==> src/hdl/adpcm_pkg.sv <==
package adpcm_pkg;
  // Geometry
  localparam int NUM_CH  = 8;
  localparam int CH_W    = 3;
  localparam int CNT_W   = 11;
  localparam int PCM_W   = 8;
  localparam int ADPCM_W = 5;
  localparam int STATE_W = 16;

  // Initialization lengths in master clock cycles
  localparam logic [CNT_W-1:0] POR_CYCLES  = 11'h7D0; // 2000
  localparam logic [CNT_W-1:0] WARM_CYCLES = 11'h2D6; // 726
  localparam logic [CNT_W-1:0] CNT_LAST    = 11'h001;

  // Rate select codes, high bit first
  localparam logic [1:0] RATE_32 = 2'h0;
  localparam logic [1:0] RATE_24 = 2'h1;
  localparam logic [1:0] RATE_16 = 2'h2;
  localparam logic [1:0] RATE_40 = 2'h3;

  // Code bits per rate
  localparam logic [2:0] BITS_40 = 3'h5;
  localparam logic [2:0] BITS_32 = 3'h4;
  localparam logic [2:0] BITS_24 = 3'h3;
  localparam logic [2:0] BITS_16 = 3'h2;

  // Fixed output words after a disabled channel
  localparam logic [PCM_W-1:0]   PCM_IDLE_MU = 8'hFF;
  localparam logic [PCM_W-1:0]   PCM_IDLE_A  = 8'hD5;
  localparam logic [ADPCM_W-1:0] ADPCM_IDLE  = 5'h00;

  // Default transcoder state, plain value
  localparam logic [STATE_W-1:0] STATE_DEFAULT = 16'h0000;

  typedef struct packed {
    logic [1:0]         rate;
    logic               alaw;
    logic [STATE_W-1:0] st;
  } chan_s;

  localparam chan_s CHAN_DEFAULT = '{rate: RATE_32, alaw: 1'b0, st: STATE_DEFAULT};

  typedef enum logic [2:0] {PH_HOLD = 3'h1, PH_INIT = 3'h2, PH_RUN = 3'h4} phase_e;

  typedef enum logic [4:0] {
    K_NONE = 5'h01, K_ENC = 5'h02, K_DEC = 5'h04, K_NOPA = 5'h08, K_NOPP = 5'h10
  } kind_e;

  function automatic logic [2:0] code_bits(input logic [1:0] rate);
    unique case (rate)
      RATE_32: code_bits = BITS_32;
      RATE_24: code_bits = BITS_24;
      RATE_16: code_bits = BITS_16;
      RATE_40: code_bits = BITS_40;
    endcase
  endfunction
endpackage

==> src/hdl/chan_mem_if.sv <==
`timescale 1ns/1ns
interface chan_mem_if;
  logic                       we;
  logic [adpcm_pkg::CH_W-1:0] waddr;
  logic [adpcm_pkg::CH_W-1:0] raddr;
  adpcm_pkg::chan_s           wdata;
  adpcm_pkg::chan_s           rdata;
  modport ctl (output we, waddr, raddr, wdata, input rdata);
  modport mem (input we, waddr, raddr, wdata, output rdata);
endinterface

==> src/hdl/chan_mem.sv <==
`timescale 1ns/1ns
module chan_mem #(
  parameter int DEPTH = adpcm_pkg::NUM_CH
) (
  input  wire logic ref_clk_i,
  input  wire logic clk_en_i,
  chan_mem_if.mem   m
);
  adpcm_pkg::chan_s mem_q [DEPTH];
  adpcm_pkg::chan_s rdata_q;

  // One write port, registered read port
  always_ff @(posedge ref_clk_i) begin
    if (clk_en_i) begin
      if (m.we) begin
        mem_q[m.waddr] <= m.wdata;
      end
      rdata_q <= mem_q[m.raddr];
    end
  end

  assign m.rdata = rdata_q;
endmodule

==> src/hdl/adpcm_channel_control.sv <==
`timescale 1ns/1ns
module adpcm_channel_control (
  input  wire logic                            ref_clk_i,
  input  wire logic                            rst_n_i,
  input  wire logic                            clk_en_i,
  input  wire logic                            strobe_i,
  input  wire logic                            pcm_shift_clock_i,
  input  wire logic                            adpcm_shift_clock_i,
  input  wire logic                            direction_select_i,
  input  wire logic                            companding_select_i,
  input  wire logic                            enable_i,
  input  wire logic                            init_i,
  input  wire logic                            rate_select_high_i,
  input  wire logic                            rate_select_low_i,
  input  wire logic                            warm_reset_n_i,
  input  wire logic                            pcm_serial_in_i,
  input  wire logic                            adpcm_serial_in_i,
  input  wire logic                            core_done_i,
  input  wire logic [adpcm_pkg::PCM_W-1:0]     core_result_i,
  input  wire logic [adpcm_pkg::STATE_W-1:0]   core_state_i,
  output logic                                 adpcm_serial_out_o,
  output logic                                 adpcm_serial_out_oe_o,
  output logic                                 pcm_serial_out_o,
  output logic                                 pcm_serial_out_oe_o,
  output logic                                 init_busy_o,
  output logic                                 chan_idle_o,
  output logic                                 core_req_o,
  output logic                                 core_encode_o,
  output logic [adpcm_pkg::PCM_W-1:0]          core_data_o,
  output logic [1:0]                           core_rate_o,
  output logic                                 core_alaw_o,
  output logic [adpcm_pkg::STATE_W-1:0]        core_state_o
);
  localparam int SYNC_W = 11;

  logic                          rst_meta_q, rst_n;
  logic [SYNC_W-1:0]             sync1_q, sync2_q;
  logic                          wr_meta_q, wr_s;
  logic [2:0]                    prev_q;
  logic                          ce_s, pck_s, ack_s, dir_s, comp_s, en_s, init_s;
  logic                          rhi_s, rlo_s, pin_s, ain_s;
  logic                          ce_fall, ce_rise, p_fall, p_rise, a_fall, a_rise, run_ok;

  adpcm_pkg::phase_e             phase_q, phase_d;
  adpcm_pkg::kind_e              pend_kind_q, pend_kind_d, out_kind_q, out_kind_d;
  logic [adpcm_pkg::CNT_W-1:0]   cnt_q, cnt_d;
  logic [adpcm_pkg::PCM_W-1:0]   pcm_in_q, pcm_in_d, pcmw_q, pcmw_d, res_q, res_d;
  logic [adpcm_pkg::ADPCM_W-1:0] ad_in_q, ad_in_d, adw_q, adw_d, code;
  logic [2:0]                    aidx_q, aidx_d, pidx_q, pidx_d, alen_q, alen_d, nb;
  logic [1:0]                    pend_rate_q, pend_rate_d;
  logic                          pend_alaw_q, pend_alaw_d, busy_q, busy_d;
  logic [adpcm_pkg::CH_W-1:0]    chan_q, chan_d, core_chan_q, core_chan_d;
  logic                          ad_o_d, ad_oe_d, pcm_o_d, pcm_oe_d, idle_d;
  logic                          req_d, enc_d, alaw_d;
  logic [adpcm_pkg::PCM_W-1:0]   data_d;
  logic [1:0]                    rate_d;
  logic [adpcm_pkg::STATE_W-1:0] state_d;
  adpcm_pkg::chan_s              cur;

  chan_mem_if mif ();

  chan_mem #(
    .DEPTH (adpcm_pkg::NUM_CH)
  ) u_mem (
    .ref_clk_i (ref_clk_i),
    .clk_en_i  (clk_en_i),
    .m         (mif.mem)
  );

  // Reset release through two flops
  always_ff @(posedge ref_clk_i or negedge rst_n_i) begin
    if (!rst_n_i) begin
      rst_meta_q <= 1'b0;
      rst_n      <= 1'b0;
    end else if (clk_en_i) begin
      rst_meta_q <= 1'b1;
      rst_n      <= rst_meta_q;
    end
  end

  // Pin synchronisers; warm reset idles released
  always_ff @(posedge ref_clk_i or negedge rst_n) begin
    if (!rst_n) begin
      sync1_q   <= '0;
      sync2_q   <= '0;
      wr_meta_q <= 1'b1;
      wr_s      <= 1'b1;
      prev_q    <= '0;
    end else if (clk_en_i) begin
      sync1_q   <= {strobe_i, pcm_shift_clock_i, adpcm_shift_clock_i, direction_select_i,
                    companding_select_i, enable_i, init_i, rate_select_high_i,
                    rate_select_low_i, pcm_serial_in_i, adpcm_serial_in_i};
      sync2_q   <= sync1_q;
      wr_meta_q <= warm_reset_n_i;
      wr_s      <= wr_meta_q;
      prev_q    <= {ce_s, pck_s, ack_s};
    end
  end

  // Edge detection on synchronised strobe and shift clocks
  assign {ce_s, pck_s, ack_s, dir_s, comp_s, en_s, init_s, rhi_s, rlo_s, pin_s, ain_s} = sync2_q;
  assign ce_fall = prev_q[2] & ~ce_s;
  assign ce_rise = ~prev_q[2] & ce_s;
  assign p_fall  = prev_q[1] & ~pck_s;
  assign p_rise  = ~prev_q[1] & pck_s;
  assign a_fall  = prev_q[0] & ~ack_s;
  assign a_rise  = ~prev_q[0] & ack_s;
  assign run_ok  = (phase_q == adpcm_pkg::PH_RUN) && clk_en_i;
  assign cur     = mif.rdata;

  // Next state of the channel sequencer and serial paths
  always_comb begin
    phase_d     = phase_q;
    cnt_d       = cnt_q;
    pend_kind_d = pend_kind_q;
    out_kind_d  = out_kind_q;
    pend_rate_d = pend_rate_q;
    pend_alaw_d = pend_alaw_q;
    pcm_in_d    = pcm_in_q;
    ad_in_d     = ad_in_q;
    pcmw_d      = pcmw_q;
    adw_d       = adw_q;
    res_d       = res_q;
    aidx_d      = aidx_q;
    pidx_d      = pidx_q;
    alen_d      = alen_q;
    busy_d      = busy_q;
    chan_d      = chan_q;
    core_chan_d = core_chan_q;
    idle_d      = chan_idle_o;
    req_d       = 1'b0;
    enc_d       = core_encode_o;
    data_d      = core_data_o;
    rate_d      = core_rate_o;
    alaw_d      = core_alaw_o;
    state_d     = core_state_o;
    mif.we      = 1'b0;
    mif.waddr   = chan_q;
    mif.wdata   = adpcm_pkg::CHAN_DEFAULT;
    mif.raddr   = chan_q;
    nb          = adpcm_pkg::code_bits(cur.rate);
    code        = (cur.rate == adpcm_pkg::RATE_40) ? ad_in_q
                : {1'b0, ad_in_q[adpcm_pkg::ADPCM_W-2:0] >> (adpcm_pkg::BITS_32 - nb)};
    unique case (phase_q)
      adpcm_pkg::PH_HOLD: begin
        pcm_in_d    = '0;
        ad_in_d     = '0;
        pend_kind_d = adpcm_pkg::K_NONE;
        out_kind_d  = adpcm_pkg::K_NONE;
        busy_d      = 1'b0;
        chan_d      = '0;
        if (wr_s) begin
          phase_d = adpcm_pkg::PH_INIT;
          cnt_d   = adpcm_pkg::WARM_CYCLES;
        end
      end
      adpcm_pkg::PH_INIT: begin
        mif.we    = 1'b1;
        mif.waddr = cnt_q[adpcm_pkg::CH_W-1:0];
        if (!wr_s) begin
          phase_d = adpcm_pkg::PH_HOLD;
        end else if (cnt_q == adpcm_pkg::CNT_LAST) begin
          phase_d = adpcm_pkg::PH_RUN;
        end else begin
          cnt_d = cnt_q - adpcm_pkg::CNT_LAST;
        end
      end
      adpcm_pkg::PH_RUN: begin
        if (!wr_s) begin
          phase_d = adpcm_pkg::PH_HOLD;
        end
        // Input shift registers, MSB first
        if (ce_s && dir_s && p_fall) begin
          pcm_in_d = {pcm_in_q[adpcm_pkg::PCM_W-2:0], pin_s};
        end
        if (ce_s && !dir_s && a_fall) begin
          ad_in_d = {ad_in_q[adpcm_pkg::ADPCM_W-2:0], ain_s};
        end
        // Output bit pointers, wrap to MSB
        if (ce_rise) begin
          aidx_d = '0;
          pidx_d = '0;
        end else if (ce_s) begin
          if (a_rise) begin
            aidx_d = (aidx_q == alen_q - 3'h1) ? 3'h0 : aidx_q + 3'h1;
          end
          if (p_rise) begin
            pidx_d = pidx_q + 3'h1;
          end
        end
        // Result and state write-back from the core
        if (core_done_i && busy_q) begin
          res_d       = core_result_i;
          busy_d      = 1'b0;
          mif.we      = 1'b1;
          mif.waddr   = core_chan_q;
          mif.wdata   = '{rate: pend_rate_q, alaw: pend_alaw_q, st: core_state_i};
        end
        if (ce_fall) begin
          // Load output registers from the previous period
          out_kind_d = pend_kind_q;
          alen_d     = (pend_rate_q == adpcm_pkg::RATE_40) ? adpcm_pkg::BITS_40
                     : adpcm_pkg::BITS_32;
          unique case (pend_kind_q)
            adpcm_pkg::K_ENC: begin
              adw_d = (pend_rate_q == adpcm_pkg::RATE_40) ? res_d[adpcm_pkg::ADPCM_W-1:0]
                    : {res_d[adpcm_pkg::ADPCM_W-2:0] << (adpcm_pkg::BITS_32
                       - adpcm_pkg::code_bits(pend_rate_q)), 1'b0};
            end
            adpcm_pkg::K_DEC:  pcmw_d = res_d;
            adpcm_pkg::K_NOPA: adw_d  = adpcm_pkg::ADPCM_IDLE;
            adpcm_pkg::K_NOPP: begin
              pcmw_d = pend_alaw_q ? adpcm_pkg::PCM_IDLE_A : adpcm_pkg::PCM_IDLE_MU;
            end
            adpcm_pkg::K_NONE: out_kind_d = adpcm_pkg::K_NONE;
          endcase
          // Sample configuration and input of this period
          chan_d = chan_q + 3'h1;
          if (init_s) begin
            mif.we      = 1'b1;
            mif.waddr   = chan_q;
            mif.wdata   = '{rate: {rhi_s, rlo_s}, alaw: comp_s, st: adpcm_pkg::STATE_DEFAULT};
            pend_kind_d = adpcm_pkg::K_NONE;
            idle_d      = 1'b0;
          end else if (!en_s) begin
            pend_kind_d = dir_s ? adpcm_pkg::K_NOPA : adpcm_pkg::K_NOPP;
            pend_rate_d = {rhi_s, rlo_s};
            pend_alaw_d = comp_s;
            idle_d      = 1'b1;
          end else begin
            req_d       = 1'b1;
            enc_d       = dir_s;
            data_d      = dir_s ? pcm_in_q : {3'h0, code};
            rate_d      = cur.rate;
            alaw_d      = cur.alaw;
            state_d     = cur.st;
            core_chan_d = chan_q;
            busy_d      = 1'b1;
            pend_kind_d = dir_s ? adpcm_pkg::K_ENC : adpcm_pkg::K_DEC;
            pend_rate_d = cur.rate;
            pend_alaw_d = cur.alaw;
            idle_d      = 1'b0;
          end
        end
      end
    endcase
    // Serial outputs; off outside run and while strobe low
    ad_o_d   = adw_d[3'(adpcm_pkg::ADPCM_W - 1) - aidx_d];
    pcm_o_d  = pcmw_d[3'(adpcm_pkg::PCM_W - 1) - pidx_d];
    ad_oe_d  = ce_s && (phase_q == adpcm_pkg::PH_RUN)
            && (out_kind_d == adpcm_pkg::K_ENC || out_kind_d == adpcm_pkg::K_NOPA);
    pcm_oe_d = ce_s && (phase_q == adpcm_pkg::PH_RUN)
            && (out_kind_d == adpcm_pkg::K_DEC || out_kind_d == adpcm_pkg::K_NOPP);
  end

  // State registers; power-on starts the long init
  always_ff @(posedge ref_clk_i or negedge rst_n) begin
    if (!rst_n) begin
      phase_q               <= adpcm_pkg::PH_INIT;
      cnt_q                 <= adpcm_pkg::POR_CYCLES;
      pend_kind_q           <= adpcm_pkg::K_NONE;
      out_kind_q            <= adpcm_pkg::K_NONE;
      pend_rate_q           <= adpcm_pkg::RATE_32;
      pend_alaw_q           <= 1'b0;
      pcm_in_q              <= '0;
      ad_in_q               <= '0;
      pcmw_q                <= '0;
      adw_q                 <= '0;
      res_q                 <= '0;
      aidx_q                <= '0;
      pidx_q                <= '0;
      alen_q                <= adpcm_pkg::BITS_32;
      busy_q                <= 1'b0;
      chan_q                <= '0;
      core_chan_q           <= '0;
      adpcm_serial_out_o    <= 1'b0;
      adpcm_serial_out_oe_o <= 1'b0;
      pcm_serial_out_o      <= 1'b0;
      pcm_serial_out_oe_o   <= 1'b0;
      init_busy_o           <= 1'b1;
      chan_idle_o           <= 1'b0;
      core_req_o            <= 1'b0;
      core_encode_o         <= 1'b0;
      core_data_o           <= '0;
      core_rate_o           <= adpcm_pkg::RATE_32;
      core_alaw_o           <= 1'b0;
      core_state_o          <= '0;
    end else if (clk_en_i) begin
      phase_q               <= phase_d;
      cnt_q                 <= cnt_d;
      pend_kind_q           <= pend_kind_d;
      out_kind_q            <= out_kind_d;
      pend_rate_q           <= pend_rate_d;
      pend_alaw_q           <= pend_alaw_d;
      pcm_in_q              <= pcm_in_d;
      ad_in_q               <= ad_in_d;
      pcmw_q                <= pcmw_d;
      adw_q                 <= adw_d;
      res_q                 <= res_d;
      aidx_q                <= aidx_d;
      pidx_q                <= pidx_d;
      alen_q                <= alen_d;
      busy_q                <= busy_d;
      chan_q                <= chan_d;
      core_chan_q           <= core_chan_d;
      adpcm_serial_out_o    <= ad_o_d;
      adpcm_serial_out_oe_o <= ad_oe_d;
      pcm_serial_out_o      <= pcm_o_d;
      pcm_serial_out_oe_o   <= pcm_oe_d;
      init_busy_o           <= phase_d != adpcm_pkg::PH_RUN;
      chan_idle_o           <= idle_d;
      core_req_o            <= req_d;
      core_encode_o         <= enc_d;
      core_data_o           <= data_d;
      core_rate_o           <= rate_d;
      core_alaw_o           <= alaw_d;
      core_state_o          <= state_d;
    end
  end
endmodule

==> config.mk <==
export PLATFORM = sky130hd
export DESIGN_NAME = adpcm_channel_control
export DESIGN_NICKNAME = d
export VERILOG_FILES = /design/src/hdl/adpcm_pkg.sv /design/src/hdl/chan_mem_if.sv /design/src/hdl/chan_mem.sv /design/src/hdl/adpcm_channel_control.sv
export SDC_FILE = /design/constraint.sdc
export NUM_CORES = 1
export LEC_CHECK = 0
export ABC_CLOCK_PERIOD_IN_PS = 5200
export BUFFER_PORTS_ARGS = -buffer_cell sky130_fd_sc_hd__buf_2
export CAP_MARGIN = 20
export CORE_ASPECT_RATIO = 1.2
export CORE_MARGIN = 3
export CORE_UTILIZATION = 25
export CTS_CLUSTER_DIAMETER = 100
export DETAILED_ROUTE_END_ITERATION = 8
export PLACE_DENSITY_LB_ADDON = 0.12
export SLEW_MARGIN = 20
export SYNTH_ARGS = -nofsm -noshare
export SYNTH_HDL_FRONTEND = slang
export SYNTH_SLANG_ARGS = --single-unit
export TNS_END_PERCENT = 5
==> constraint.sdc <==
create_clock -name ref_clk_i -period 5.2 [get_ports ref_clk_i]
set_input_delay 1.56 -clock ref_clk_i [delete_from_list [all_inputs] [get_ports ref_clk_i]]
set_output_delay 1.56 -clock ref_clk_i [all_outputs]
set_load 0.05 [all_outputs]
==> results of run 1 <==
worst paths after layout:
kind | startpoint | slack, ns | end | depth (start not counted)
max in group asynchronous | rst_n$_DFFE_PN0P_ | 4.07 | sync1_q[1]$_DFFE_PN0P_ | 1
worst max-delay path | core_done_i | 1.62 | u_mem.mem_q[5][12]$_DFFE_PP_ | 9
worst min-delay path | rst_n$_DFFE_PN0P_ | 0.31 | prev_q[2]$_DFFE_PN0P_ | 0
min in group ref_clk_i | out_kind_q[0]$_DFFE_PN1P_ | 0.46 | out_kind_q[0]$_DFFE_PN1P_ | 2
worst max register to register | phase_q[2]$_DFFE_PN0P_ | 1.70 | u_mem.mem_q[5][12]$_DFFE_PP_ | 8
worst min register to register | rst_n$_DFFE_PN0P_ | 0.31 | prev_q[2]$_DFFE_PN0P_ | 0
per-layer routing:
metal  track usage  vias to the layer above  routed length, microns
met3        0.0246                       48                    1030
li1              -                     3763                       -
met2         0.202                      102                   16500
met5             0                        -                       0
met1         0.151                     4038                   14800
met4        0.0359                        0                     772
flip-flops by register name (all words and copies together), names as in the netlist, 5 cells and up:
name,count
sync2_q,11
core_state_o,16
pcmw_q,8
u_mem.mem_q,152
res_q,8
sync1_q,11
out_kind_q,5
u_mem.m.rdata,19
cnt_q,11
ad_in_q,5
adw_q,5
core_data_o,8
pcm_in_q,8
pend_kind_q,5
power groups by stage:
stage,combinational [mW],clock (mW),sequential (mW)
after floorplan,0.336,0,2.86
after global placement,0.468,0,2.90
after detailed placement,0.471,0,2.91
after CTS,0.472,2.72,2.86
after global routing,0.518,2.82,2.88
final,0.459,2.61,2.85
cells in the mapped netlist, types with 5 or more instances:
| cell | instances | share of area |
|---|---|---|
| o21ai_0 | 55 | 0.021 |
| nand2_1 | 88 | 0.025 |
| mux2_2 | 81 | 0.068 |
| xnor2_1 | 9 | 0.0059 |
| a21oi_1 | 41 | 0.015 |
| dfrtp_1 | 127 | 0.24 |
| ha_1 | 12 | 0.011 |
| dfstp_2 | 12 | 0.024 |
| nor2_1 | 56 | 0.016 |
| a31oi_1 | 6 | 0.0028 |
| nor3b_1 | 5 | 0.0028 |
| mux2i_1 | 9 | 0.0067 |
| mux4_2 | 39 | 0.066 |
| inv_1 | 22 | 0.0062 |
| or4_1 | 6 | 0.0034 |
| clkbuf_1 | 34 | 0.0095 |
| xor2_1 | 8 | 0.0052 |
| and2_1 | 21 | 0.0098 |
| buf_1 | 8 | 0.0022 |
| or2_2 | 5 | 0.0023 |
| nand3_1 | 19 | 0.0071 |
| a22o_1 | 5 | 0.0033 |
| nand2b_1 | 9 | 0.0042 |
| nor3_1 | 14 | 0.0052 |
| a22oi_1 | 7 | 0.0039 |
| or3_1 | 7 | 0.0033 |
| o211ai_1 | 8 | 0.0045 |
| edfxtp_1 | 171 | 0.38 |
per-stage QoR:
stage | cells | setup WS [ns] | cell area [sq um]
after floorplan | 959 | 0.914 | 13400
after global placement | 1711 | 1.11 | 14700
after detailed placement | 1711 | 1.06 | 14700
after CTS | 1779 | 1.61 | 15900
after global routing | 1780 | 1.44 | 15900
final | 1780 | 1.62 | 15900
area by class of cell:
cell class / instances / area, sq um / share of cell area
clock buffer: 54 / 990 / 0.0622
inverter: 23 / 86.3 / 0.00543
clock inverter: 14 / 228 / 0.0143
multi-input combinational: 576 / 4490 / 0.282
sequential: 310 / 8630 / 0.543
tap: 705 / 882 / 0.0555
timing repair buffer: 98 / 591 / 0.0371
worst max-delay path: stages:
cell and delay (ns):
buf_2 0.14, nand2_1 0.24, nor3_2 0.19, buf_4 0.27, nor2_1 0.10, a221o_1 0.38
nand2b_1 0.21, nor2_2 0.48, buf_12 0.23
logic make-up (layout without fill, tap and decap cells):
logic type               Yosys count  in the layout  share of synthesized area
XOR/XNOR                          17             17                     0.0111
AO/OA/AOI/OAI                    157            157                     0.0720
buffers and inverters             73            189                     0.0228
AND/OR/NAND/NOR                  261            261                     0.0979
adder cells (fa/ha/maj)           12             12                     0.0112
multiplexers                     129            129                      0.140
flip-flops                       310            310                      0.644
==> results_dict.tcl, run 1 <==
set metrics [dict create \
    status "finished clean" \
    grt_pass1_vias 8401 \
    grt_overflow 0 \
    clock_latency_ns 0.57 \
    ctsRootBufferMaster "clkbuf_16" \
    core_area_sq_um 52700 \
    pin_count 75 \
    wl_per_cell_microns 18.6 \
    grt_pass1_wl_microns 51200 \
    antenna_found_initial 0 \
    cts_resized 0 \
    num_rows 92 \
    hpwl_microns 21200 \
    post_cts_buffers 0 \
    syn_nets 1011 \
    cp-end-kind "flop" \
    clock_path_buffers 3 \
    crit_path_start_kind "input pin" \
    post-route-period-util 0.688 \
    diodes 0 \
    internal_power_mw 4.49 \
    cts_sinks 310 \
    die_area_sq_um 56400 \
    worstMarginPinSlew_ns 1.01 \
    die_x_microns 217 \
    drt_pass1_iterations 4 \
    clockPowerShare 0.441 \
    combPwrFrac 0.077 \
    portBuffers 74 \
    final_layout_size_suffix_gt1_frac 0.286 \
    yosys_most_used_dff "edfxtp_1" \
    p_leak_nw 5.92 \
    path_max_fanout 20 \
    grtUsageTotal 0.118 \
    cts_hold_buf 0 \
    ir_drop_mv 0.187 \
    seq_area_frac_synth 0.644 \
    nNetsFinal 1098 \
    p_seq_frac 0.482 \
    arrival_ns 3.83 \
    cap_viol_max_count 0 \
    worst_hold_slack_ns 0.306 \
    p_sw_frac 0.242 \
    tns_ns 0 \
    via_per_inst 4.47 \
    drc_errors 0 \
    hold_viol 0 \
    avgSynthCellArea_sq_um 14.0 \
    dieHeight_microns 260 \
    numCtsBuffers 37 \
    fin_worst_skew_ns 0.0214 \
    finalSetupViolCount 0 \
    critPathRequiredTime_ns 5.46 \
    powerDensity_nw_per_um2 373 \
    first_iter_violations 483 \
    antenna_left 0 \
    cts_htree_levels 2 \
    max_freq_ghz 0.280 \
    report.final.slew_viol_count 0 \
    start_util 0.254 \
    async_flop_share 0.448 \
    netlist_area_sq_um 13400 \
    switching_power_mw 1.44 \
    slew_headroom 0.324 \
    rsz0062_at_grt "false" \
    netlist_instances 959 \
    areaGrowthSynthToFinish_pct 18.8 \
    finalPower_mw 5.93 \
    finalCriticalPeriod_ns 3.58 \
    clk_pin_slew_ns 0.06 \
    layout_common_cells "edfxtp_1 (171), dfrtp_1 (125), nand2_1 (87)" \
    final_util 0.302 \
    cts_tree "done" \
    final_common_cell "edfxtp_1" \
    fill_cells 5363 \
    drt_wl_total_microns 33100 \
    synth_edf_count 171 \
    num_vias 7951 \
    yosysWarningCount 0 \
    synth_cell_types 69 \
    hold_class "flop to asynchronous set/reset pin" \
    grt_max_degree 73 \
    setup.worst_path.class "input pin to flop" \
    gp_congestion 0.714 \
    synth_seq_cells 310 \
]
No activity file was read; power rests on OpenSTA's default activity.
==> run 2: changes to the inputs <==
--- a/config.mk
+++ b/config.mk
@@ -5,7 +5,7 @@
 export SDC_FILE = /design/constraint.sdc
 export NUM_CORES = 1
 export LEC_CHECK = 0
-export ABC_CLOCK_PERIOD_IN_PS = 5200
+export ABC_CLOCK_PERIOD_IN_PS = 3500
 export BUFFER_PORTS_ARGS = -buffer_cell sky130_fd_sc_hd__buf_2
 export CAP_MARGIN = 20
 export CORE_ASPECT_RATIO = 1.2
==> constraint.sdc (replaced) <==
create_clock -name ref_clk_i -period 3.5 [get_ports ref_clk_i]
set_input_delay 1.05 -clock ref_clk_i [delete_from_list [all_inputs] [get_ports ref_clk_i]]
set_output_delay 1.05 -clock ref_clk_i [all_outputs]
set_load 0.05 [all_outputs]
==> results_dict.tcl, run 2 (same netlist as run 1, synthesis figures left out) <==
set metrics [dict create \
    dieHeight_microns 260 \
    drt_wl_total_microns 33900 \
    cts_tree "done" \
    worstMarginPinSlew_ns 0.772 \
    antenna_found_initial 4 \
    worstPathCellList "or3b_1, buf_4, nor4_1, nor3_1, or2_2, nor2_2, buf_4" \
    crit_top_cell "buf_4" \
    clock_latency_ns 0.56 \
    die_area_sq_um 56400 \
    numCtsBuffers 38 \
    ctsRootBufferMaster "clkbuf_16" \
    clk_pin_slew_ns 0.06 \
    place_inst 1732 \
    final_cells 1802 \
    critPathRequiredTime_ns 3.71 \
    slew_headroom 0.485 \
    crit_path_start_kind "flop" \
    pin_count 75 \
    grt_overflow 0 \
    first_iter_violations 378 \
    num_rows 92 \
    grt_max_degree 60 \
    switching_power_mw 2.20 \
    fill_cells 5385 \
    cap_viol_max_count 0 \
    nNetsFinal 1119 \
    cts_hold_buf 0 \
    portBuffers 74 \
    via_per_inst 4.49 \
    largest_reg_flops 152 \
    path_max_fanout 19 \
    internal_power_mw 6.76 \
    core_area_sq_um 52700 \
    p_leak_nw 6.06 \
    gp_congestion 0.755 \
    combPwrFrac 0.079 \
    clock_path_buffers 3 \
    grt_pass1_vias 8603 \
    report.final.slew_viol_count 0 \
    max_freq_ghz 0.348 \
    die_x_microns 217 \
    ir_drop_mv 0.287 \
    hold_class "input pin to asynchronous set/reset pin" \
    status "finished clean" \
    grt_pass1_wl_microns 52800 \
    powerDensity_nw_per_um2 556 \
    cts_resized 0 \
    r2r-end "u_mem.mem_q[6][11]$_DFFE_PP_" \
    design_area_sq_um 16100 \
    final_layout_size_suffix_gt1_frac 0.306 \
    fin_worst_skew_ns 0.0254 \
    drc_errors 0 \
    cpMaxStageDelayCell "or3b_1" \
    start_util 0.254 \
    p_sw_frac 0.245 \
    final_common_cell "edfxtp_1" \
    antenna_left 0 \
    startpoint "phase_q[0]$_DFFE_PN0P_" \
    diodes 0 \
    max_stage_delay_ns 0.58 \
    post_cts_buffers 0 \
    reg2reg_depth 7 \
    placed_area_sq_um 14900 \
    areaGrowthSynthToFinish_pct 20.4 \
    hold_viol 0 \
    grtUsageTotal 0.121 \
    rsz0062_at_grt "false" \
    cp-end-kind "flop" \
    post-route-period-util 0.822 \
    reg2reg_slack_ns 0.62 \
    clockPowerShare 0.448 \
    r2r-start "phase_q[0]$_DFFE_PN0P_" \
    finalCriticalPeriod_ns 2.88 \
    layout_common_cells "edfxtp_1 (171), dfrtp_1 (125), nand2_1 (87)" \
    cts_sinks 310 \
    p_seq_frac 0.473 \
    drt_pass1_iterations 4 \
    setup.worst_path.class "flop to flop" \
    hpwl_microns 22400 \
    finalSetupViolCount 0 \
    num_vias 8089 \
    arrival_ns 3.09 \
    cts_htree_levels 2 \
    top_register "u_mem.mem_q" \
    wl_per_cell_microns 18.8 \
]
==> run 2: cell types whose count changed in the layout (fill, tap and decap cells not counted), sizes merged <==
| cell | change |
|---|---|
| clkbuf | -7 |
| inv | +1 |
| clkinv | +8 |
| buf | +20 |
==> run 2: power by group through the flow <==
stage	registers [mW]	clock network, mW	logic, mW
finish	4.24	4.01	0.707
global placement	4.31	0	0.722
global route	4.27	4.30	0.794
CTS	4.25	4.15	0.728
floorplan	4.25	0	0.500
detailed placement	4.32	0	0.726
==> run 2: layer usage <==
metal  vias up  global-route usage  wire, microns
met3        50              0.0240           1270
met2       120               0.208          16900
met5         -                   0              0
met4         0              0.0348            765
li1       3807                   -              -
met1      4112               0.155          15000
==> run 2: worst max-delay path by stage <==
stage,slack [ns],to,cells after the start
after floorplan,-0.28,u_mem.mem_q[1][0]$_DFFE_PP_,7
after global placement,0.49,adpcm_serial_out_o$_DFFE_PN0P_,8
after detailed placement,0.45,pcm_serial_out_o$_DFFE_PN0P_,9
after CTS,0.54,u_mem.mem_q[6][11]$_DFFE_PP_,7
after global routing,0.37,u_mem.mem_q[6][11]$_DFFE_PP_,7
final,0.62,u_mem.mem_q[6][11]$_DFFE_PP_,7
==> run 2: area by class of cell <==
type | count | area (sq um) | area share
timing repair buffer | 118 | 766 | 0.0475
inverter | 23 | 86.3 | 0.00536
clock buffer | 47 | 1000 | 0.0623
tap | 705 | 882 | 0.0547
multi-input combinational | 576 | 4490 | 0.278
sequential | 310 | 8630 | 0.536
clock inverter | 23 | 256 | 0.0159
==> run 2: critical path: cells and delay by family (launching register included) <==
| kind | cells | cell delay [ns] |
|---|---|---|
| AND/OR/NAND/NOR | 5 | 1.44 |
| buffers and inverters | 2 | 0.59 |
| flip-flops | 1 | 0.47 |
==> run 2: through the flow <==
stage / worst slack, ns / util / setup TNS [ns] / hold WS (ns) / total power, mW
2_1_floorplan: -0.276 / - / -9.66 / 0.431 / 4.75
3_3_place_gp: 0.487 / 0.282 / 0 / 0.356 / 5.04
3_5_place_dp: 0.452 / 0.282 / 0 / 0.355 / 5.04
4_1_cts: 0.542 / 0.306 / 0 / 0.232 / 9.13
5_1_grt: 0.367 / 0.306 / 0 / 0.240 / 9.37
6_report: 0.624 / 0.306 / 0 / 0.268 / 8.96
